[config.mk]
export PLATFORM = sky130hd
export DESIGN_NAME = acp_top
export DESIGN_NICKNAME = d
export VERILOG_FILES = /design/src/include/acp_pkg.sv /design/src/rtl/acp_top.sv
export SDC_FILE = /design/constraint.sdc
export NUM_CORES = 1
export LEC_CHECK = 0
export BUFFER_PORTS_ARGS = -buffer_cell sky130_fd_sc_hd__buf_2
export CAP_MARGIN = 20
export CORE_MARGIN = 2
export CORE_UTILIZATION = 47
export DETAILED_ROUTE_END_ITERATION = 8
export HOLD_SLACK_MARGIN = 0.05
export PLACE_DENSITY_LB_ADDON = 0.25
export SLEW_MARGIN = 20
export SYNTH_ARGS = -nofsm -noshare
export SYNTH_HDL_FRONTEND = slang
export SYNTH_SLANG_ARGS = --single-unit
[constraint.sdc]
create_clock -name clk -period 7.72 [get_ports clk]
set_clock_uncertainty 0.05 [all_clocks]
set_input_delay 0.772 -clock clk [delete_from_list [all_inputs] [get_ports clk]]
set_output_delay 0.772 -clock clk [all_outputs]
set_load 0.01 [all_outputs]
[src/include/acp_pkg.sv]
// Package: register map, field positions and timing of the comparator pair
package acp_pkg;
  localparam int ACP_NCH = 2;
  // Register byte offsets
  localparam logic [7:0] OFS_CTRL = 8'h00;
  localparam logic [7:0] OFS_START = 8'h04;
  localparam logic [7:0] OFS_EVENT_CONTROL_REG = 8'h08;
  localparam logic [7:0] OFS_INTEN = 8'h0C;
  localparam logic [7:0] OFS_INTERRUPT_FLAGS = 8'h10;
  localparam logic [7:0] OFS_STATE = 8'h14;
  localparam logic [7:0] OFS_READY = 8'h18;
  localparam logic [7:0] OFS_DBG = 8'h1C;
  localparam logic [7:0] OFS_CH0 = 8'h20;
  localparam logic [7:0] OFS_CH1 = 8'h24;
  // Module control fields
  localparam int CTRL_SOFTWARE_RESET_BIT = 0;
  localparam int CTRL_ENABLE = 1;
  // Per-channel control fields
  localparam int CH_ENABLE = 0;
  localparam int CH_SINGLE = 1;
  localparam int CH_INTERRUPT_SELECT_LO = 3;
  localparam int CH_RUN_IN_STANDBY = 6;
  localparam int CH_NEGATIVE_INPUT_SELECT_LO = 8;
  localparam int CH_POSITIVE_INPUT_SELECT_LO = 12;
  localparam int CH_FILTER_LENGTH_LO = 24;
  localparam int CH_CFG_W = 27;
  // Event control fields: output event enable, start event enable
  localparam int EV_OUT_LO = 0;
  localparam int EV_IN_LO = 8;
  // Reset values
  localparam logic [31:0] RST_ZERO = 32'h0000_0000;
  // Interrupt select codes
  localparam logic [1:0] ISEL_TOGGLE = 2'h0;
  localparam logic [1:0] ISEL_RISE = 2'h1;
  localparam logic [1:0] ISEL_FALL = 2'h2;
  localparam logic [1:0] ISEL_EOC = 2'h3;
  // Start-up delay
  localparam int STARTUP_NS = 1000;
  localparam int CLK_NS = 10;
  localparam int STARTUP_CYC = (STARTUP_NS + CLK_NS - 1) / CLK_NS;
  typedef enum logic [1:0] {
    ACP_OFF,
    ACP_WARM,
    ACP_RUN,
    ACP_IDLE
  } acp_state_t;
endpackage

[src/rtl/acp_top.sv]
// Control logic for a pair of analog comparators with AXI4-Lite registers
// Overview of operation
// [RULE_01] Result is high when positive input exceeds negative, else low.
// [RULE_02] Module enable bit turns the whole module on and off.
// [RULE_03] The external module-disable control must also allow operation.
// [RULE_04] Software reset returns all registers to reset and disables.
// [RULE_05] Event control accepts writes only while module disabled.
// [RULE_06] Channel configuration is locked while that channel is enabled.
// [RULE_07] Each channel enable bit works independently of the other.
// [RULE_08] Clearing module enable stops channels, keeps their enable bits.
// [RULE_09] Single-shot bit selects single-shot or continuous mode.
// [RULE_10] Result is not valid until the start-up delay has elapsed.
// [RULE_11] Interrupt select picks toggle, rising, falling or end of compare.
// [RULE_12] End-of-compare interrupt fires on completion regardless of output.
// [RULE_13] Output events follow the output state regardless of interrupts.
// [RULE_14] Debug halt stops after ongoing compare unless debug bit set.
// [RULE_15] Write guard blocks all writable registers but start and flags.
// [RULE_16] Write guard does not block debugger accesses.
// [RULE_17] Writes are carried into the comparator clock domain safely.
// [RULE_18] Module runs in idle and standby sleep; interrupts can wake.
// [RULE_19] In standby, events reach the event fabric without waking.
// [RULE_20] Result pin driven only when its system output enable is one.
// [RULE_21] Start bit begins one compare, clears ready; ready set at end.
// [RULE_22] Continuous mode compares always; start-up only for first compare.
// [RULE_23] Edge detect compares current and previous sample each cycle.
// [RULE_24] Flags clear by writing one; request while flag and enable set.
// [RULE_25] Software reset wins over other writes; enable reads cleared after.
//
// Register access over AXI4-Lite and the placing of the registers were decided locally.
`timescale 1ns/1ns
module acp_top
  import acp_pkg::*;
#(
  parameter int STARTUP_CYCLES = acp_pkg::STARTUP_CYC
)(
  // Clock and reset
  input wire logic clk,
  input wire logic sys_rst,
  // AXI4-Lite slave
  input wire logic [7:0] s_axi_awaddr,
  input wire logic s_axi_awvalid,
  output logic s_axi_awready,
  input wire logic [31:0] s_axi_wdata,
  input wire logic [3:0] s_axi_wstrb,
  input wire logic s_axi_wvalid,
  output logic s_axi_wready,
  output logic [1:0] s_axi_bresp,
  output logic s_axi_bvalid,
  input wire logic s_axi_bready,
  input wire logic [7:0] s_axi_araddr,
  input wire logic s_axi_arvalid,
  output logic s_axi_arready,
  output logic [31:0] s_axi_rdata,
  output logic [1:0] s_axi_rresp,
  output logic s_axi_rvalid,
  input wire logic s_axi_rready,
  // System controls
  input wire logic module_on,
  input wire logic write_guard,
  input wire logic debugger_access,
  input wire logic debug_halt,
  input wire logic standby,
  input wire logic [1:0] pin_output_enable,
  // Analog front end
  input wire logic [1:0] analog_above,
  output logic [1:0] comp_power,
  // Results
  output logic [1:0] result_pin,
  output logic [1:0] result_pin_oe,
  output logic [1:0] comp_event,
  output logic irq,
  output logic wake
);
  import acp_pkg::*;

  // Start-up counter is 16 bits wide
  generate
    if (STARTUP_CYCLES < 1 || STARTUP_CYCLES > 65536)
    begin : g_bad_startup
      $error("STARTUP_CYCLES out of range");
    end
  endgenerate

  // ----------------------------------------------------------------
  // Bus slave
  // ----------------------------------------------------------------
  logic [7:0] aw_addr;
  logic aw_held;
  logic [31:0] w_data;
  logic [3:0] w_strb;
  logic w_held;
  logic do_write;
  logic wr_ok;

  assign s_axi_awready = !aw_held && !s_axi_bvalid;
  assign s_axi_wready = !w_held && !s_axi_bvalid;
  // Single clock: a held write acts at the next edge, no crossing needed
  assign do_write = aw_held && w_held && !s_axi_bvalid; // [RULE_17]
  assign s_axi_arready = !s_axi_rvalid;
  assign s_axi_rresp = 2'h0;

  always_ff @(posedge clk or posedge sys_rst)
  begin
    if (sys_rst)
    begin
      aw_held <= 1'b0;
      w_held <= 1'b0;
      aw_addr <= 8'h00;
      w_data <= RST_ZERO;
      w_strb <= 4'h0;
      s_axi_bvalid <= 1'b0;
      s_axi_bresp <= 2'h0;
    end
    else
    begin
      if (s_axi_awvalid && s_axi_awready)
      begin
        aw_held <= 1'b1;
        aw_addr <= s_axi_awaddr;
      end
      if (s_axi_wvalid && s_axi_wready)
      begin
        w_held <= 1'b1;
        w_data <= s_axi_wdata;
        w_strb <= s_axi_wstrb;
      end
      if (do_write)
      begin
        aw_held <= 1'b0;
        w_held <= 1'b0;
        s_axi_bvalid <= 1'b1;
        s_axi_bresp <= wr_ok ? 2'h0 : 2'h2;
      end
      else if (s_axi_bready)
      begin
        s_axi_bvalid <= 1'b0;
      end
    end
  end

  // ----------------------------------------------------------------
  // Registers
  // ----------------------------------------------------------------
  logic mod_en;
  logic software_reset_bit;
  logic [15:0] ev_ctrl;
  logic [1:0] int_en;
  logic [1:0] int_flag;
  logic [1:0] ready;
  logic [1:0] state;
  logic dbg_run;
  logic [CH_CFG_W-1:0] ch_cfg [ACP_NCH];
  logic [1:0] ch_en;
  logic [1:0] set_flag;
  logic [1:0] done;
  logic [1:0] sw_start;
  logic guarded;
  logic known;

  // Guard applies except to start and flag registers
  assign guarded = write_guard && !debugger_access &&
    aw_addr != OFS_START && aw_addr != OFS_INTERRUPT_FLAGS; // [RULE_15] [RULE_16]
  always_comb
  begin
    case (aw_addr)
      OFS_CTRL, OFS_START, OFS_EVENT_CONTROL_REG, OFS_INTEN, OFS_INTERRUPT_FLAGS,
      OFS_DBG, OFS_CH0, OFS_CH1: known = 1'b1;
      default: known = 1'b0;
    endcase
  end
  assign wr_ok = known && !guarded;

  function automatic logic wr_hit(input logic [7:0] ofs);
    return do_write && wr_ok && aw_addr == ofs && w_strb[0];
  endfunction

  always_comb
  begin
    sw_start = 2'b00;
    if (wr_hit(OFS_START))
    begin
      sw_start = w_data[1:0];
    end
  end

  // Reset pulse lasts one cycle; all registers return to zero
  always_ff @(posedge clk or posedge sys_rst)
  begin
    if (sys_rst)
    begin
      software_reset_bit <= 1'b0;
      mod_en <= 1'b0;
    end
    else if (software_reset_bit)
    begin
      software_reset_bit <= 1'b0;
      mod_en <= 1'b0; // [RULE_25]
    end
    else if (wr_hit(OFS_CTRL))
    begin
      software_reset_bit <= w_data[CTRL_SOFTWARE_RESET_BIT]; // [RULE_04]
      mod_en <= w_data[CTRL_ENABLE] && !w_data[CTRL_SOFTWARE_RESET_BIT]; // [RULE_02]
    end
  end

  always_ff @(posedge clk or posedge sys_rst)
  begin
    if (sys_rst)
    begin
      ev_ctrl <= 16'h0000;
      int_en <= 2'b00;
      dbg_run <= 1'b0;
    end
    else if (software_reset_bit)
    begin
      ev_ctrl <= 16'h0000; // [RULE_04]
      int_en <= 2'b00;
      dbg_run <= 1'b0;
    end
    else
    begin
      if (wr_hit(OFS_EVENT_CONTROL_REG) && !mod_en)
      begin
        ev_ctrl <= w_data[15:0]; // [RULE_05]
      end
      if (wr_hit(OFS_INTEN))
      begin
        int_en <= w_data[1:0];
      end
      if (wr_hit(OFS_DBG))
      begin
        dbg_run <= w_data[0];
      end
    end
  end

  generate
    for (genvar c = 0; c < ACP_NCH; c++)
    begin : g_cfg
      logic [7:0] ofs;
      assign ofs = c == 0 ? OFS_CH0 : OFS_CH1;
      always_ff @(posedge clk or posedge sys_rst)
      begin
        if (sys_rst)
        begin
          ch_cfg[c] <= '0;
        end
        else if (software_reset_bit)
        begin
          ch_cfg[c] <= '0;
        end
        else if (wr_hit(ofs))
        begin
          ch_cfg[c][CH_ENABLE] <= w_data[CH_ENABLE]; // [RULE_07]
          if (!ch_cfg[c][CH_ENABLE])
          begin
            ch_cfg[c][CH_CFG_W-1:1] <= w_data[CH_CFG_W-1:1]; // [RULE_06]
          end
        end
      end
      // Module enable gates channels without clearing their bits
      assign ch_en[c] = ch_cfg[c][CH_ENABLE] && mod_en && module_on; // [RULE_03] [RULE_08]
    end
  endgenerate

  // ----------------------------------------------------------------
  // Comparator channels
  // ----------------------------------------------------------------
  logic [1:0] prev;
  logic [1:0] run_ok;

  generate
    for (genvar c = 0; c < ACP_NCH; c++)
    begin : g_ch
      acp_state_t st;
      logic [15:0] cnt;
      logic single;
      logic [1:0] isel;
      logic trig;
      logic cmp;
      logic edge_hit;
      assign single = ch_cfg[c][CH_SINGLE];
      assign isel = ch_cfg[c][CH_INTERRUPT_SELECT_LO+:2];
      assign trig = sw_start[c] || ev_ctrl[EV_IN_LO+c];
      // Debug halt lets an ongoing compare finish
      assign run_ok[c] = !(debug_halt && !dbg_run) &&
        (!standby || ch_cfg[c][CH_RUN_IN_STANDBY]); // [RULE_14] [RULE_18]
      assign cmp = analog_above[c]; // [RULE_01]
      assign comp_power[c] = st == ACP_WARM || st == ACP_RUN;

      always_ff @(posedge clk or posedge sys_rst)
      begin
        if (sys_rst)
        begin
          st <= ACP_OFF;
          cnt <= 16'h0000;
          done[c] <= 1'b0;
        end
        else
        begin
          done[c] <= 1'b0;
          case (st)
            ACP_OFF:
            begin
              if (ch_en[c] && run_ok[c])
              begin
                st <= single ? ACP_IDLE : ACP_WARM; // [RULE_09]
                cnt <= 16'h0000;
              end
            end
            ACP_IDLE:
            begin
              if (!ch_en[c])
              begin
                st <= ACP_OFF;
              end
              else if (trig && run_ok[c])
              begin
                st <= ACP_WARM; // [RULE_21]
                cnt <= 16'h0000;
              end
            end
            ACP_WARM:
            begin
              if (!ch_en[c])
              begin
                st <= ACP_OFF;
              end
              else if (cnt == 16'(STARTUP_CYCLES - 1))
              begin
                done[c] <= 1'b1; // [RULE_10]
                st <= single ? ACP_IDLE : ACP_RUN;
              end
              else
              begin
                cnt <= cnt + 16'h0001;
              end
            end
            ACP_RUN:
            begin
              if (!ch_en[c] || !run_ok[c])
              begin
                st <= ACP_OFF;
              end
              else
              begin
                done[c] <= 1'b1; // [RULE_22]
              end
            end
            default: st <= ACP_OFF;
          endcase
        end
      end

      always_comb
      begin
        case (isel)
          ISEL_RISE: edge_hit = !prev[c] && cmp;
          ISEL_FALL: edge_hit = prev[c] && !cmp;
          ISEL_EOC: edge_hit = 1'b1; // [RULE_12]
          default: edge_hit = prev[c] != cmp;
        endcase
      end
      assign set_flag[c] = done[c] && edge_hit; // [RULE_11] [RULE_23]
    end
  endgenerate

  always_ff @(posedge clk or posedge sys_rst)
  begin
    if (sys_rst)
    begin
      state <= 2'b00;
      prev <= 2'b00;
      ready <= 2'b00;
      comp_event <= 2'b00;
    end
    else if (software_reset_bit)
    begin
      state <= 2'b00; // [RULE_04]
      prev <= 2'b00;
      ready <= 2'b00;
      comp_event <= 2'b00;
    end
    else
    begin
      for (int c = 0; c < ACP_NCH; c++)
      begin
        comp_event[c] <= 1'b0;
        if (done[c])
        begin
          state[c] <= analog_above[c];
          prev[c] <= analog_above[c]; // [RULE_23]
          ready[c] <= 1'b1; // [RULE_21]
          // Event regardless of interrupt enable
          comp_event[c] <= ev_ctrl[EV_OUT_LO+c] && analog_above[c]; // [RULE_13] [RULE_19]
        end
        else if (sw_start[c] || !ch_en[c])
        begin
          ready[c] <= 1'b0; // [RULE_21]
        end
      end
    end
  end

  // Hardware set wins over write-one clear
  always_ff @(posedge clk or posedge sys_rst)
  begin
    if (sys_rst)
    begin
      int_flag <= 2'b00;
    end
    else if (software_reset_bit)
    begin
      int_flag <= 2'b00;
    end
    else
    begin
      int_flag <= (int_flag & ~(wr_hit(OFS_INTERRUPT_FLAGS) ? w_data[1:0] : 2'b00))
        | set_flag; // [RULE_24]
    end
  end
  assign irq = |(int_flag & int_en); // [RULE_24]
  assign wake = irq && standby; // [RULE_18]

  // Pins only driven when system output enable set
  always_ff @(posedge clk or posedge sys_rst)
  begin
    if (sys_rst)
    begin
      result_pin <= 2'b00;
      result_pin_oe <= 2'b00;
    end
    else
    begin
      result_pin <= state;
      result_pin_oe <= pin_output_enable; // [RULE_20]
    end
  end

  // ----------------------------------------------------------------
  // Read path
  // ----------------------------------------------------------------
  always_ff @(posedge clk or posedge sys_rst)
  begin
    if (sys_rst)
    begin
      s_axi_rvalid <= 1'b0;
      s_axi_rdata <= RST_ZERO;
    end
    else if (s_axi_arvalid && s_axi_arready)
    begin
      s_axi_rvalid <= 1'b1;
      case (s_axi_araddr)
        OFS_CTRL: s_axi_rdata <= {30'h0, mod_en, software_reset_bit};
        OFS_EVENT_CONTROL_REG: s_axi_rdata <= {16'h0000, ev_ctrl};
        OFS_INTEN: s_axi_rdata <= {30'h0, int_en};
        OFS_INTERRUPT_FLAGS: s_axi_rdata <= {30'h0, int_flag};
        OFS_STATE: s_axi_rdata <= {30'h0, state};
        OFS_READY: s_axi_rdata <= {30'h0, ready};
        OFS_DBG: s_axi_rdata <= {31'h0, dbg_run};
        OFS_CH0: s_axi_rdata <= {5'h00, ch_cfg[0]};
        OFS_CH1: s_axi_rdata <= {5'h00, ch_cfg[1]};
        default: s_axi_rdata <= RST_ZERO;
      endcase
    end
    else if (s_axi_rready)
    begin
      s_axi_rvalid <= 1'b0;
    end
  end

  // ----------------------------------------------------------------
  // Assertions
  // ----------------------------------------------------------------
  property p_evlock;
    @(posedge clk) disable iff (sys_rst)
      mod_en && !software_reset_bit |=> $stable(ev_ctrl) || !$past(mod_en);
  endproperty
  a_evlock: assert property (p_evlock) else $error("event ctrl changed"); // [RULE_05]

  property p_software_reset_bit;
    @(posedge clk) disable iff (sys_rst)
      software_reset_bit |=> !mod_en && int_flag == 2'b00 && ev_ctrl == 16'h0000 &&
        ready == 2'b00 && state == 2'b00;
  endproperty
  a_software_reset_bit: assert property (p_software_reset_bit) else $error("soft reset failed"); // [RULE_04]

  property p_lock;
    @(posedge clk) disable iff (sys_rst)
      ch_cfg[0][CH_ENABLE] && !software_reset_bit |=>
        $past(ch_cfg[0][CH_CFG_W-1:1]) == ch_cfg[0][CH_CFG_W-1:1];
  endproperty
  a_lock: assert property (p_lock) else $error("config changed"); // [RULE_06]

  property p_gate;
    @(posedge clk) disable iff (sys_rst)
      !mod_en |=> comp_power == 2'b00;
  endproperty
  a_gate: assert property (p_gate) else $error("channel on"); // [RULE_08]

  property p_irq;
    @(posedge clk) disable iff (sys_rst)
      do_write && wr_ok && aw_addr == OFS_INTERRUPT_FLAGS && w_strb[0] &&
        w_data[0] && !set_flag[0] && !software_reset_bit |=> !int_flag[0];
  endproperty
  a_irq: assert property (p_irq) else $error("flag stuck"); // [RULE_24]

  property p_flagset;
    @(posedge clk) disable iff (sys_rst)
      set_flag[0] && !software_reset_bit |=> int_flag[0];
  endproperty
  a_flagset: assert property (p_flagset) else $error("flag lost"); // [RULE_24]

  property p_ready;
    @(posedge clk) disable iff (sys_rst)
      done[0] && !software_reset_bit |=> ready[0] && state[0] == $past(analog_above[0]);
  endproperty
  a_ready: assert property (p_ready) else $error("ready not set"); // [RULE_21]

  property p_oe;
    @(posedge clk) disable iff (sys_rst)
      ##1 result_pin_oe == $past(pin_output_enable);
  endproperty
  a_oe: assert property (p_oe) else $error("pin enable wrong"); // [RULE_20]

  c_eoc: cover property (@(posedge clk) disable iff (sys_rst) set_flag[0]);
  c_ev: cover property (@(posedge clk) disable iff (sys_rst) comp_event[0]);
  c_irq: cover property (@(posedge clk) disable iff (sys_rst) irq);
endmodule

Yosys cells after proc, flatten, opt, wreduce, memory -nomap -nowiden
Index checks and enable logic that the tools add are counted.
- input bits: 68
- output and inout bits: 51
- register bits: 199
- multiplexer cells: 81
- bitwise gates (word level): 4
- equal/unequal tests: 51
- add/sub/neg operators: 2
- reduce and logical (&&, ||, !) cells: 107
- operator list (cell ; count):
    27-bit one-hot mux with 9 select lines ; 1
    16-bit 2-to-1 mux ; 12
    27-bit 2-to-1 mux ; 4
    16-bit one-hot mux with 3 select lines ; 2
    26-bit 2-to-1 mux ; 2
    1-bit logical AND ; 50
    8-bit by 5-bit equality test with 1-bit output, second input constant ; 6
    2-bit 2-to-1 mux ; 23
    16-bit by 1-bit adder with 16-bit output, second input constant ; 2
    16-bit by 7-bit equality test with 1-bit output, second input constant ; 2
    8-bit by 4-bit equality test with 1-bit output, second input constant ; 4
    8-bit by 6-bit equality test with 1-bit output, second input constant ; 4
    1-bit 2-to-1 mux ; 31
    2-bit != test, second input constant ; 12
    2-bit nonzero test ; 12
    1-bit zero test ; 19
    2-bit equality test, second input constant ; 8
    8-bit zero test ; 2
    2-bit one-hot mux with 4 select lines ; 2
    6-bit AND reduction ; 2
    3-bit nonzero test ; 4
    1-bit logical OR ; 10
    2-bit by 1-bit equality test with 1-bit output, second input constant ; 4
    8-bit by 3-bit equality test with 1-bit output, second input constant ; 1
    16 further kinds ; 26

Logic depth before layout (Yosys ltp)
Gate-level depths: netlist of run 1.
- word-level depth: 15
- depth in mapped cells: 9

Worst setup path after synthesis of run 1
Ideal clock, no wire load.
- kind: input -> register
- from: in debug_halt
- to: reg g_ch[0].cnt[5]
- setup time: 0.103 ns
- data arrival time: 2.532 ns
- cell stages on the path: 6
- required time: 7.567 ns
- slack: 5.034 ns
- cell sequence: nor2b_1 or3_1 a221o_2 or3_4 buf_6 o41ai_2
- word-level cells in the longest chain between the ends: 6
- elaborated cells on any way between the ends: 8
- classes of those cells: 2 x eq/ne; 6 x reduce/logical
- ends and longest elaborated chain (element ; line ; source):
    from (decl) ; acp_top.sv:61 ; input wire logic debug_halt,
    1-bit logical AND (*) ; acp_top.sv:286 ; assign run_ok[c] = !(debug_halt && !dbg_run) &&
    1-bit zero test (*) ; acp_top.sv:286 ;
    1-bit logical AND (*) ; acp_top.sv:286 ;
    1-bit logical AND (on tied branches) ; acp_top.sv:317, acp_top.sv:305 ;
    2-bit != test (no line) ; -- ;
    6-bit AND reduction (no line) (*) ; -- ;
    to (signal assigned) ; acp_top.sv:336 ; cnt <= cnt + 16'h0001;
    to (decl) ; acp_top.sv:276 ; logic [15:0] cnt;
Mark *: on every way between the ends. The rest lies on a longest branch, timed or not.
A chain may end at the register's enable or synchronous reset.

Final worst setup path of run 1
- from: reg g_ch[0].st[1]
- to: reg g_ch[0].cnt[10]
- word-level cells in the longest chain between the ends: 3
- elaborated cells on any way between the ends: 11
- classes of those cells: 7 x eq/ne; 1 x mux; 3 x reduce/logical
- ends and longest elaborated chain (element ; line ; source):
    from (decl) ; acp_top.sv:275 ; acp_state_t st;
    from (signal assigned) ; acp_top.sv:307 ; st <= single ? ACP_IDLE : ACP_WARM;
    from (signal assigned) ; acp_top.sv:332 ; st <= single ? ACP_IDLE : ACP_RUN;
    2-bit equality test (tied with other cells) ; acp_top.sv:302 ; case (st)
    2-bit != test (no line) or 3-bit nonzero test (tied branches) ; -- ;
    6-bit AND reduction (no line) ; -- ;
Several ways; a longest one is shown, not always the timed one.

==> qor.json, run 1 <==
{
  "max_freq_mhz": 327,
  "async_reset_ff_frac": 1.00,
  "post_synth_instance_area_um2": 9460,
  "reg_to_reg_critical_path_startpoint": "g_ch[0].st[1]$_DFFE_PP0P_",
  "drt-total-wl_mm": 22.7,
  "grt_setup_unrepaired": "false",
  "total_setup_buffers_inserted_after_cts": 0,
  "crit_required_ns": 8.00,
  "drt-pass1-iter-count": 5,
  "post-route-util": 0.548,
  "avgSynthCellArea_um2": 10.3,
  "classification_of_the_worst_setup_path": "register to register",
  "cts_tree": "built",
  "post_drt_via_cell_ratio": 5.73,
  "postSynthCellCount": 915,
  "layout.filler_cells": 1767,
  "global_route_wire_length_before_repair_mm": 37.4,
  "die_x_um": 146,
  "critPathMaxStageDelay_ns": 0.56,
  "antenna_violating_nets_post_route": 0,
  "initial_cell_density_of_the_core": 0.483,
  "worst_skew_pair.late_latency_ns": 0.45,
  "worst_setup_end_kind": "register",
  "final.setup.tns_ns": 0,
  "vdd.ir_drop.worst_uv": 193,
  "cts_sinks": 193,
  "layout.cells.most_common_list": "dfrtp_1, buf_2, nor2_1",
  "clock_power_share": 0.290,
  "hold_class": "input pin to register",
  "cellPowerDensity_nw_per_um2": 274,
  "grt_overflow": 0,
  "switching_share": 0.340,
  "cts_hold_buf": 0,
  "synth_cell_type_count": 66,
  "p_leak_nw": 4.82,
  "worstPathMaxFanout": 19,
  "cts_repair_resize_count": 0,
  "layout_min_cycle_time_ns": 3.06,
  "ctsLongestPathBuffers": 2,
  "top_level_ports": 119,
  "final.period_utilization": 0.397,
  "synth.yosys.warnings": 0,
  "std_cell_rows": 51,
  "area_growth_syn_to_layout_pct": 13.5,
  "ys_ff_latch": 193,
  "die_area_um2": 21300,
  "remaining_drc_errors": 0,
  "chipHeight_um": 146,
  "postLayoutCellArea_um2": 10700,
  "critical_path.slowest_cell": "a221o_2",
  "grt_busiest_layer": "met2",
  "use_met1": 0.307,
  "cp.arrival_ns": 3.34,
  "report.final.setup_viol": 0,
  "cell_with_the_most_instances_on_the_worst_path": "inv_1",
  "critical_path.cell_chain": "inv_1, ha_1, inv_1, o21ai_0, a221o_2, or3_4, o41ai_1",
  "clkTransAtPathRegs_ns": 0.08,
  "antenna-diode-count": 0,
  "routed_wire_length_per_instance_um": 17.9,
  "worst_min_delay_path_startpoint": "pin_output_enable[0]",
  "combinationalPowerShare": 0.239,
  "max_slew.worst_pin.slew_ns": 0.974,
  "post_route_cells_drive_above_1_share": 0.199,
  "synth-seq-area-share": 0.510,
  "antenna_found_initial": 0,
  "run_status": "finished, final reports clean",
  "synth_enable_flop_cells": 0,
  "dpl_cell_area_um2": 10200,
  "grtUsageMet3": 0.0451,
  "timing.slew.headroom": 0.351,
  "core_area_um2": 19600,
  "launch_point_of_the_critical_path": "g_ch[0].st[1]$_DFFE_PP0P_",
  "timing.critical_path.from_type": "register",
  "quantity_of_i_o_buffers_inserted_on_ports": 102,
  "drv_slew": 0,
  "critPathTopFamily": "compound AO/OA/AOI/OAI gates",
  "htree_levels": 4,
  "design.final.nets": 1078,
  "cts_inserted_buffers": 17,
  "p_sw_mw": 0.999,
  "synth_flop_cell": "dfrtp_1",
  "drv.max_cap_violation_count": 0,
  "globalplace.congestion": 0.835,
  "dp.final_hpwl_mm": 14.4,
  "share_seq_of_total_power": 0.471,
  "num_vias": 7281,
  "internal_power_mw": 1.94,
  "critical_path_buf_inv_count": 2,
  "fin_hold_ws_ns": 0.376,
  "grt_pass1_vias": 7022,
  "drtIter0Drc": 550,
  "layout_commonest_cell": "dfrtp_1",
  "gr-usage-met2": 0.348,
  "cts-root-buf": "clkbuf_16",
  "grt_start_max_net_pins": 116,
  "report.final.hold_viol_count": 0,
  "global_route.usage.total": 0.219
}
==> cells by family (layout without fill, tap and decap cells) <==
kind of cell	after synthesis	in the layout	share of synthesized area
compound gates	209	209	0.147
fa+ha+maj	18	18	0.0238
buf+inv	86	169	0.0405
flops	193	193	0.510
mux	92	92	0.104
other cells	1	8	0.000396
simple gates	316	316	0.175
==> worst register-to-register path, stage by stage (launching register included) <==
cell and delay [ns]:
dfrtp_1 0.42, inv_1 0.11, ha_1 0.36, inv_1 0.42, o21ai_0 0.16, a221o_2 0.56
or3_4 0.51, o41ai_1 0.37
==> cell usage after synthesis (all sizes together), types with 3 or more instances <==
cell type | n | share of area
nand2 | 80 | 0.032
a31oi | 8 | 0.0053
a22oi | 16 | 0.013
o41ai | 9 | 0.0091
and2 | 6 | 0.0040
o211a | 3 | 0.0032
nor3 | 8 | 0.0042
a222oi | 14 | 0.015
o22ai | 3 | 0.0020
clkbuf | 42 | 0.017
a21o | 3 | 0.0024
and4 | 3 | 0.0028
nor2b | 9 | 0.0059
mux2i | 53 | 0.056
buf | 20 | 0.014
nor4 | 12 | 0.010
nor4b | 6 | 0.0071
and3 | 8 | 0.0053
a21oi | 65 | 0.034
nor2 | 81 | 0.032
nor3b | 3 | 0.0024
nand3b | 6 | 0.0048
nand4 | 13 | 0.0093
o31ai | 28 | 0.022
nand2b | 42 | 0.028
ha | 18 | 0.024
dfrtp | 193 | 0.51
or3 | 3 | 0.0025
o21ai | 35 | 0.019
a211oi | 3 | 0.0024
inv | 24 | 0.0095
o21a | 6 | 0.0048
mux2 | 38 | 0.045
or4 | 8 | 0.0063
nand3 | 20 | 0.011
==> routing by layer <==
metal / wire length (um) / vias up
met5: 0 / -
met4: 343 / 0
met3: 1120 / 26
met2: 10700 / 186
met1: 10500 / 3604
li1: - / 3465
==> flip-flops by register name (all words and copies together), names as in the netlist, 2 cells and up <==
signal         flops
aw_addr            8
result_pin_oe      2
int_en             2
w_data            27
g_ch.cnt          32
ev_ctrl           16
ready              2
done               2
result_pin         2
g_ch.st            4
ch_cfg            54
s_axi_rdata       27
int_flag           2
comp_event         2
==> power groups by stage <==
stage	sequential (mW)	clock, mW	combinational (mW)
floorplan	1.36	0	0.530
global placement	1.40	0	0.686
detailed placement	1.40	0	0.703
CTS	1.38	0.866	0.706
global route	1.41	0.912	0.783
finish	1.38	0.852	0.704
==> per-stage QoR <==
step	total power, mW	cells	setup slack, ns
detailed placement	2.11	1237	4.66
CTS	2.96	1269	4.67
global route	3.11	1270	4.45
global placement	2.08	1237	4.69
finish	2.94	1270	4.66
floorplan	1.89	922	1.64
==> final timing paths <==
path	to	slack, ns	cells past startpoint
max in group asynchronous	g_ch[1].cnt[6]$_DFFE_PP0P_	5.93	4
setup / recovery	g_ch[0].cnt[10]$_DFFE_PP0P_	4.66	7
min in group asynchronous	result_pin_oe[0]$_DFF_PP0_	0.42	2
hold reg to reg	result_pin[0]$_DFF_PP0_	0.41	0
setup reg to reg	g_ch[0].cnt[10]$_DFFE_PP0P_	4.66	7
hold / removal	result_pin_oe[0]$_DFF_PP0_	0.38	1
==> cell type report <==
cell class,count,area (um2),share of cell area
clock buffer,20,447,0.0416
clock inverter,12,119,0.0111
inverter,24,97.6,0.00908
multi-input combinational,643,4310,0.401
sequential,193,4830,0.450
tap,265,332,0.0309
timing repair buffer,113,606,0.0564
Power figures use the tool's default switching activity.
==> run 2, diff against run 1 <==
- clock period: 7.72 -> 2.91 ns (I/O delays scaled with it)
==> qor.json, run 2 (synthesized netlist as in run 1, its figures left out) <==
{
  "run_status": {"value": "finished, final reports clean", "change": "unchanged"},
  "grt_start_max_net_pins": {"value": 65, "change": "was 116"},
  "drv.max_cap_violation_count": {"value": 0, "change": "unchanged"},
  "cts_tree": {"value": "built", "change": "unchanged"},
  "layout.cells.most_common_list": {"value": "dfrtp_1, buf_2, nor2_1", "change": "unchanged"},
  "drt-total-wl": {"value": 23.1, "unit": "mm", "change": "was 22.7 mm"},
  "cts-root-buf": {"value": "clkbuf_16", "change": "unchanged"},
  "global_route.usage.total": {"value": 0.224, "change": "was 0.219"},
  "top_level_ports": {"value": 119, "change": "unchanged"},
  "antenna_violating_nets_post_route": {"value": 0, "change": "unchanged"},
  "cts_sinks": {"value": 193, "change": "unchanged"},
  "hold_class": {"value": "input pin to register", "change": "unchanged"},
  "placement.setup.worst_slack": {"value": 0.192, "unit": "ns", "change": "was 4.66 ns"},
  "worstPathMaxFanout": {"value": 7, "change": "was 19"},
  "drtIter0Drc": {"value": 490, "change": "was 550"},
  "initial_cell_density_of_the_core": {"value": 0.483, "change": "unchanged"},
  "num_vias": {"value": 7456, "change": "was 7281"},
  "remaining_drc_errors": {"value": 0, "change": "unchanged"},
  "grt_overflow": {"value": 0, "change": "unchanged"},
  "launch_point_of_the_critical_path": {"value": "g_ch[1].cnt[0]$_DFFE_PP0P_", "change": "was g_ch[0].st[1]$_DFFE_PP0P_"},
  "std_cell_rows": {"value": 51, "change": "unchanged"},
  "fin_hold_ws": {"value": 0.0835, "unit": "ns", "change": "was 0.376 ns"},
  "reg2reg_slack": {"value": 0.18, "unit": "ns", "change": "was 4.66 ns"},
  "grt_setup_unrepaired": {"value": "false", "change": "unchanged"},
  "grtUsageMet3": {"value": 0.0417, "change": "was 0.0451"},
  "cts_repair_resize_count": {"value": 0, "change": "unchanged"},
  "report.final.hold_viol_count": {"value": 0, "change": "unchanged"},
  "clkTransAtPathRegs": {"value": 0.07, "unit": "ns", "change": "was 0.08 ns"},
  "reg_to_reg_critical_path_startpoint": {"value": "g_ch[1].cnt[0]$_DFFE_PP0P_", "change": "was g_ch[0].st[1]$_DFFE_PP0P_"},
  "worst_skew_pair.late_latency": {"value": 0.44, "unit": "ns", "change": "was 0.45 ns"},
  "ctsLongestPathBuffers": {"value": 2, "change": "unchanged"},
  "crit_required": {"value": 3.18, "unit": "ns", "change": "was 8.00 ns"},
  "global_route_wire_length_before_repair": {"value": 38.6, "unit": "mm", "change": "was 37.4 mm"},
  "grt_pass1_vias": {"value": 7424, "change": "was 7022"},
  "r2r_end": {"value": "g_ch[1].st[1]$_DFFE_PP0P_", "change": "was g_ch[0].cnt[10]$_DFFE_PP0P_"},
  "gr-usage-met2": {"value": 0.358, "change": "was 0.348"},
  "timing.critical_path.from_type": {"value": "register", "change": "unchanged"},
  "layout_top_registers": {"value": "ch_cfg: 54 flops, g_ch.cnt: 32 flops", "change": "unchanged"},
  "worst_setup_end_kind": {"value": "register", "change": "unchanged"},
  "final.period_utilization": {"value": 0.938, "change": "was 0.397"},
  "setup_ws": {"value": 0.180, "unit": "ns", "change": "was 4.66 ns"},
  "cts_inserted_buffers": {"value": 17, "change": "unchanged"},
  "die_x": {"value": 146, "unit": "um", "change": "unchanged"},
  "max_freq": {"value": 366, "unit": "MHz", "change": "was 327 MHz"},
  "die_area": {"value": 21300, "unit": "um2", "change": "unchanged"},
  "layout_min_cycle_time": {"value": 2.73, "unit": "ns", "change": "was 3.06 ns"},
  "ff2ff_path_depth": {"value": 6, "change": "was 7"},
  "quantity_of_i_o_buffers_inserted_on_ports": {"value": 102, "change": "unchanged"},
  "grt_busiest_layer": {"value": "met2", "change": "unchanged"},
  "routed_wire_length_per_instance": {"value": 17.4, "unit": "um", "change": "was 17.9 um"},
  "layout.filler_cells": {"value": 1681, "change": "was 1767"},
  "post_drt_via_cell_ratio": {"value": 5.61, "change": "was 5.73"},
  "worstSetupEndpoint": {"value": "g_ch[1].st[1]$_DFFE_PP0P_", "change": "was g_ch[0].cnt[10]$_DFFE_PP0P_"},
  "final.setup.tns": {"value": 0, "unit": "ns", "change": "unchanged"},
  "design.final.nets": {"value": 1136, "change": "was 1078"},
  "max_flop_register": {"value": "ch_cfg", "change": "unchanged"},
  "drv_slew": {"value": 0, "change": "unchanged"},
  "dp.final_hpwl": {"value": 15.3, "unit": "mm", "change": "was 14.4 mm"},
  "classification_of_the_worst_setup_path": {"value": "register to register", "change": "unchanged"},
  "area_growth_syn_to_layout": {"value": 19.7, "unit": "%", "change": "was 13.5%"},
  "chipHeight": {"value": 146, "unit": "um", "change": "unchanged"},
  "globalplace.congestion": {"value": 0.825, "change": "was 0.835"},
  "timing.slew.headroom": {"value": 0.477, "change": "was 0.351"},
  "post_route_cells_drive_above_1_share": {"value": 0.205, "change": "was 0.199"},
  "drt-pass1-iter-count": {"value": 5, "change": "unchanged"},
  "report.final.setup_viol": {"value": 0, "change": "unchanged"},
  "core_area": {"value": 19600, "unit": "um2", "change": "unchanged"},
  "p_leak": {"value": 5.10, "unit": "nW", "change": "was 4.82 nW"},
  "cellPowerDensity": {"value": 703, "unit": "nW/um2", "change": "was 274 nW/um2"},
  "largest_reg_flops": {"value": 54, "change": "unchanged"},
  "layout_commonest_cell": {"value": "dfrtp_1", "change": "unchanged"},
  "max_slew.worst_pin.slew": {"value": 0.785, "unit": "ns", "change": "was 0.974 ns"},
  "htree_levels": {"value": 4, "change": "unchanged"},
  "use_met1": {"value": 0.318, "change": "was 0.307"},
  "cp.arrival": {"value": 3.00, "unit": "ns", "change": "was 3.34 ns"},
  "antenna_found_initial": {"value": 1, "change": "was 0"},
  "vdd.ir_drop.worst": {"value": 368, "unit": "uV", "change": "was 193 uV"}
}
==> run 2: repair_timing <==
action | 4_1_cts | 5_1_grt
buffers inserted | 0 | 0
hold endpoints to repair | 55 | 0
hold buffers | 40 | 0
==> run 2: worst min-delay path by stage <==
stage	endpoint	slack (ns)	from	cells after the start
2_1_floorplan	result_pin_oe[0]$_DFF_PP0_	0.27	pin_output_enable[0]	0
3_3_place_gp	w_data[20]$_DFFE_PP0P_	0.28	sys_rst	2
3_5_place_dp	w_data[20]$_DFFE_PP0P_	0.28	sys_rst	2
4_1_cts	w_data[9]$_DFFE_PP0P_	0.06	s_axi_wdata[9]	2
5_1_grt	w_data[9]$_DFFE_PP0P_	0.07	s_axi_wdata[9]	2
6_report	w_data[9]$_DFFE_PP0P_	0.08	s_axi_wdata[9]	2
==> run 2: worst max-delay path: stages, from the launching register on <==
cell	delay, ns
dfrtp_1	0.44
ha_1	0.28
or4b_2	0.64
o41ai_1	0.47
o21ai_0	0.16
a22oi_1	0.22
mux2_2	0.36
==> run 2: final cells by class <==
| type | instances | area [um2] | area share |
|---|---|---|---|
| Inverter | 24 | 93.8 | 0.00828 |
| Antenna cell | 1 | 2.50 | 0.000221 |
| Sequential cell | 193 | 4830 | 0.426 |
| Clock buffer | 19 | 443 | 0.0391 |
| Timing Repair Buffer | 171 | 1180 | 0.104 |
| Multi-Input combinational cell | 643 | 4310 | 0.380 |
| Tap cell | 265 | 332 | 0.0293 |
| Clock inverter | 13 | 141 | 0.0125 |
==> run 2: through the flow <==
step / utilization / cells / area [um2] / power [mW]
global route: 0.578 / 1328 / 11300 / 8.45
floorplan: - / 922 / 9490 / 5.00
finish: 0.578 / 1329 / 11300 / 7.97
detailed placement: 0.528 / 1256 / 10300 / 5.66
global placement: 0.528 / 1255 / 10300 / 5.60
CTS: 0.578 / 1328 / 11300 / 8.02
==> run 2: layer usage <==
metal / share of wire / routed length, um
met1: 0.47 / 10800
met2: 0.48 / 11100
met3: 0.039 / 906
met4: 0.012 / 270
met5: 0 / 0
==> run 2: report_power, final <==
group | internal (mW) | leakage (nW) | switching, mW | total, mW
registers | 3.15 | 2.52 | 0.531 | 3.68
logic | 0.954 | 2.31 | 1.02 | 1.97
clock network | 1.17 | 0.279 | 1.15 | 2.32
total | 5.27 | 5.10 | 2.70 | 7.97
==> run 3, diff against run 2 <==
--- a/config.mk
+++ b/config.mk
@@ -6,4 +6,5 @@
 export NUM_CORES = 1
 export LEC_CHECK = 0
+export ABC_AREA = 1
 export BUFFER_PORTS_ARGS = -buffer_cell sky130_fd_sc_hd__buf_2
 export CAP_MARGIN = 20
--- a/constraint.sdc
+++ b/constraint.sdc
@@ -3,3 +3,3 @@
 set_input_delay 0.291 -clock clk [delete_from_list [all_inputs] [get_ports clk]]
 set_output_delay 0.291 -clock clk [all_outputs]
-set_load 0.01 [all_outputs]
+set_load 0.005 [all_outputs]
==> qor.json, run 3 <==
{
  "layout_min_cycle_time": {"value": 2.15, "unit": "ns", "change": "was 2.73 ns"},
  "clock_power_share": {"value": 0.360, "change": "was 0.291"},
  "max_freq": {"value": 465, "unit": "MHz", "change": "was 366 MHz"},
  "cellPowerDensity": {"value": 564, "unit": "nW/um2", "change": "was 703 nW/um2"},
  "post_route_cells_drive_above_1_share": {"value": 0.153, "change": "was 0.205"},
  "total_setup_buffers_inserted_after_cts": {"value": 0, "change": "unchanged"},
  "post_drt_via_cell_ratio": {"value": 5.27, "change": "was 5.61"},
  "internal_power": {"value": 4.55, "unit": "mW", "change": "was 5.27 mW"},
  "grt_overflow": {"value": 0, "change": "unchanged"},
  "timing.critical_path.from_type": {"value": "register", "change": "unchanged"},
  "post_synth_instance_area": {"value": 10300, "unit": "um2", "change": "was 9460 um2"},
  "die_x": {"value": 152, "unit": "um", "change": "was 146 um"},
  "timing.slew.headroom": {"value": 0.389, "change": "was 0.477"},
  "synthTopCellsByArea": {"value": "dfrtp_1, nand2_1, nand3_1", "change": "was dfrtp_1, mux2i_1, mux2_2"},
  "cts_inserted_buffers": {"value": 17, "change": "unchanged"},
  "final.period_utilization": {"value": 0.739, "change": "was 0.938"},
  "cts_tree": {"value": "built", "change": "unchanged"},
  "reg_to_reg_critical_path_startpoint": {"value": "s_axi_bvalid$_DFFE_PP0P_", "change": "was g_ch[1].cnt[0]$_DFFE_PP0P_"},
  "design.final.nets": {"value": 1478, "change": "was 1136"},
  "core_area": {"value": 21700, "unit": "um2", "change": "was 19600 um2"},
  "setup_ws": {"value": 0.760, "unit": "ns", "change": "was 0.180 ns"},
  "combinationalPowerShare": {"value": 0.177, "change": "was 0.248"},
  "hold_depth": {"value": 3, "change": "was 2"},
  "worstPathMaxFanout": {"value": 29, "change": "was 7"},
  "launch_point_of_the_critical_path": {"value": "s_axi_bvalid$_DFFE_PP0P_", "change": "was g_ch[1].cnt[0]$_DFFE_PP0P_"},
  "ctsLongestPathBuffers": {"value": 2, "change": "unchanged"},
  "report.final.hold_viol_count": {"value": 0, "change": "unchanged"},
  "crit_required": {"value": 3.20, "unit": "ns", "change": "was 3.18 ns"},
  "top_level_ports": {"value": 119, "change": "unchanged"},
  "remaining_drc_errors": {"value": 0, "change": "unchanged"},
  "async_reset_ff_frac": {"value": 1.00, "change": "unchanged"},
  "avgSynthCellArea": {"value": 7.99, "unit": "um2", "change": "was 10.3 um2"},
  "cts-root-buf": {"value": "clkbuf_16", "change": "unchanged"},
  "worst_min_delay_path_startpoint": {"value": "s_axi_wdata[25]", "change": "was s_axi_wdata[9]"},
  "clkTransAtPathRegs": {"value": 0.08, "unit": "ns", "change": "was 0.07 ns"},
  "antenna-diode-count": {"value": 0, "change": "was 1"},
  "std_cell_rows": {"value": 54, "change": "was 51"},
  "area_growth_syn_to_layout": {"value": 14.6, "unit": "%", "change": "was 19.7%"},
  "run_status": {"value": "finished, final reports clean", "change": "unchanged"},
  "area_fraction_of_the_dominant_cell_type_after_synthesis": {"value": 0.469, "change": "was 0.510"},
  "drt-total-wl": {"value": 25.2, "unit": "mm", "change": "was 23.1 mm"},
  "synth_enable_flop_cells": {"value": 0, "change": "unchanged"},
  "drv.max_cap_violation_count": {"value": 0, "change": "unchanged"},
  "quantity_of_i_o_buffers_inserted_on_ports": {"value": 102, "change": "unchanged"},
  "synth-seq-area-share": {"value": 0.469, "change": "was 0.510"},
  "dpl_cell_area": {"value": 10900, "unit": "um2", "change": "was 10300 um2"},
  "cp.arrival": {"value": 2.44, "unit": "ns", "change": "was 3.00 ns"},
  "layout_top_registers": {"value": "ch_cfg: 54 flops, g_ch.cnt: 32 flops", "change": "unchanged"},
  "htree_levels": {"value": 4, "change": "unchanged"},
  "final.setup.tns": {"value": 0, "unit": "ns", "change": "unchanged"},
  "synth.largest_area_cell": {"value": "dfrtp_1", "change": "unchanged"},
  "grt_start_max_net_pins": {"value": 59, "change": "was 65"},
  "antenna_found_initial": {"value": 0, "change": "was 1"},
  "chipHeight": {"value": 152, "unit": "um", "change": "was 146 um"},
  "routed_wire_length_per_instance": {"value": 15.0, "unit": "um", "change": "was 17.4 um"},
  "synth_flop_cell": {"value": "dfrtp_1", "change": "unchanged"},
  "worst_setup_end_kind": {"value": "register", "change": "unchanged"},
  "postSynthCellCount": {"value": 1290, "change": "was 915"},
  "fin_hold_ws": {"value": 0.0556, "unit": "ns", "change": "was 0.0835 ns"},
  "global_route.usage.total": {"value": 0.224, "change": "about the same"},
  "most_numerous_cell_types_in_the_synthesized_netlist": {"value": "nand2_1, dfrtp_1, nand3_1", "change": "was dfrtp_1, nor2_1, nand2_1"},
  "largest_reg_flops": {"value": 54, "change": "unchanged"},
  "share_seq_of_total_power": {"value": 0.463, "change": "was 0.461"},
  "drtIter0Drc": {"value": 540, "change": "was 490"},
  "die_area": {"value": 23100, "unit": "um2", "change": "was 21300 um2"},
  "grt_pass1_vias": {"value": 8632, "change": "was 7424"},
  "reg2reg_slack": {"value": 0.76, "unit": "ns", "change": "was 0.18 ns"},
  "p_sw": {"value": 2.11, "unit": "mW", "change": "was 2.70 mW"},
  "antenna_violating_nets_post_route": {"value": 0, "change": "unchanged"},
  "layout.cells.most_common_list": {"value": "nand2_1, dfrtp_1, nand3_1", "change": "was dfrtp_1, buf_2, nor2_1"},
  "global_route_wire_length_before_repair": {"value": 42.8, "unit": "mm", "change": "was 38.6 mm"},
  "ys_ff_latch": {"value": 193, "change": "unchanged"},
  "vdd.ir_drop.worst": {"value": 603, "unit": "uV", "change": "was 368 uV"},
  "max_slew.worst_pin.slew": {"value": 0.914, "unit": "ns", "change": "was 0.785 ns"},
  "synth.yosys.warnings": {"value": 0, "change": "unchanged"},
  "worst_skew_pair.late_latency": {"value": 0.44, "unit": "ns", "change": "about the same"},
  "classification_of_the_worst_setup_path": {"value": "register to register", "change": "unchanged"},
  "num_vias": {"value": 8886, "change": "was 7456"},
  "report.power.total": {"value": 6.66, "unit": "mW", "change": "was 7.97 mW"},
  "hold_class": {"value": "input pin to register", "change": "unchanged"},
  "switching_share": {"value": 0.317, "change": "was 0.339"},
  "grt_setup_unrepaired": {"value": "false", "change": "unchanged"},
  "placement.setup.worst_slack": {"value": 0.732, "unit": "ns", "change": "was 0.192 ns"},
  "cts_sinks": {"value": 193, "change": "unchanged"},
  "postLayoutCellArea": {"value": 11800, "unit": "um2", "change": "was 11300 um2"},
  "drv_slew": {"value": 0, "change": "unchanged"},
  "p_leak": {"value": 5.97, "unit": "nW", "change": "was 5.10 nW"},
  "drt-pass1-iter-count": {"value": 5, "change": "unchanged"},
  "initial_cell_density_of_the_core": {"value": 0.475, "change": "was 0.483"},
  "synth.most_common_cell": {"value": "nand2_1", "change": "was dfrtp_1"},
  "max_flop_register": {"value": "ch_cfg", "change": "unchanged"},
  "synth_cell_type_count": {"value": 48, "change": "was 66"},
  "report.final.setup_viol": {"value": 0, "change": "unchanged"},
  "layout_commonest_cell": {"value": "nand2_1", "change": "was dfrtp_1"},
  "globalplace.congestion": {"value": 0.874, "change": "was 0.825"},
  "dp.final_hpwl": {"value": 17.1, "unit": "mm", "change": "was 15.3 mm"},
  "ff2ff_path_depth": {"value": 9, "change": "was 6"}
}
-- run 3: cell count changes after synthesis, sizes merged, moves of 22 or more --
cell    before  now
buf         20   50
clkbuf      42   20
inv         24  112
mux2        38    5
mux2i       53    0
nand2       80  341
nand2b      42    0
nand3       20  171
nand4       13   67
nor2        81  157
o31ai       28    2
-- run 3: critical path, cell delays in order, from the launching register on --
cell,delay (ns)
dfrtp_1,0.42
inv_1,0.12
nand3_4,0.14
nor2_4,0.16
nand3_1,0.19
nand2_1,0.13
nand2_1,0.10
nand2_2,0.11
nand2_2,0.32
o21ai_0,0.29
-- run 3: metal layers --
layer	vias up	GRT usage	routed length [um]
li1	4407	-	-
met1	4185	0.312	11700
met2	262	0.363	11800
met3	32	0.0428	1410
met4	0	0.0552	340
met5	-	0	0
-- run 3: final timing paths --
kind	to
max	g_ch[0].cnt[4]$_DFFE_PP0P_
min	w_data[25]$_DFFE_PP0P_
max reg2reg	g_ch[0].cnt[4]$_DFFE_PP0P_
min reg2reg	result_pin[0]$_DFF_PP0_
max in group asynchronous	s_axi_rdata[11]$_DFFE_PP0P_
min in group asynchronous	aw_addr[5]$_DFFE_PP0P_
-- run 3: repair_timing --
action / in CTS / in global routing
hold buffers: 28 / 0
resized for setup: 0 / 0
hold endpoints to repair: 49 / 0
-- run 3: kinds of logic (layout without fill, tap and decap cells) --
| family | Yosys count | count (layout) | share of synthesized area |
|---|---|---|---|
| adders and majority gates | 18 | 18 | 0.0219 |
| DFF | 193 | 193 | 0.469 |
| AOI/OAI and AO/OA | 117 | 117 | 0.0695 |
| xor gates and xnor gates | 11 | 11 | 0.00935 |
| and+or+nand+nor | 761 | 761 | 0.339 |
| other | 1 | 8 | 0.000364 |
| buffers and inverters | 184 | 292 | 0.0857 |
| muxes | 5 | 5 | 0.00546 |
-- run 3: area by class of cell --
class | instances | area (um2)
fillers | 2080 | 9880
repair buffers | 146 | 973
well taps | 280 | 350
multi-input cells | 920 | 4620
flip-flops and latches | 193 | 4830
clock buffers | 19 | 433
inverters | 114 | 432
clock inverters | 13 | 168
-- run 3: metrics by stage --
step,cells,utilization
after floorplan,1297,-
after global placement,1625,0.504
after detailed placement,1625,0.504
after CTS,1685,0.544
after global routing,1685,0.544
final,1685,0.544
-- run 3: power by group through the flow --
stage	Sequential, mW	Clock [mW]	Combinational (mW)
after floorplan	3.12	0	0.855
after global placement	3.13	0	1.12
after detailed placement	3.14	0	1.15
after CTS	3.09	2.43	1.19
after global routing	3.12	2.54	1.35
final	3.09	2.40	1.18
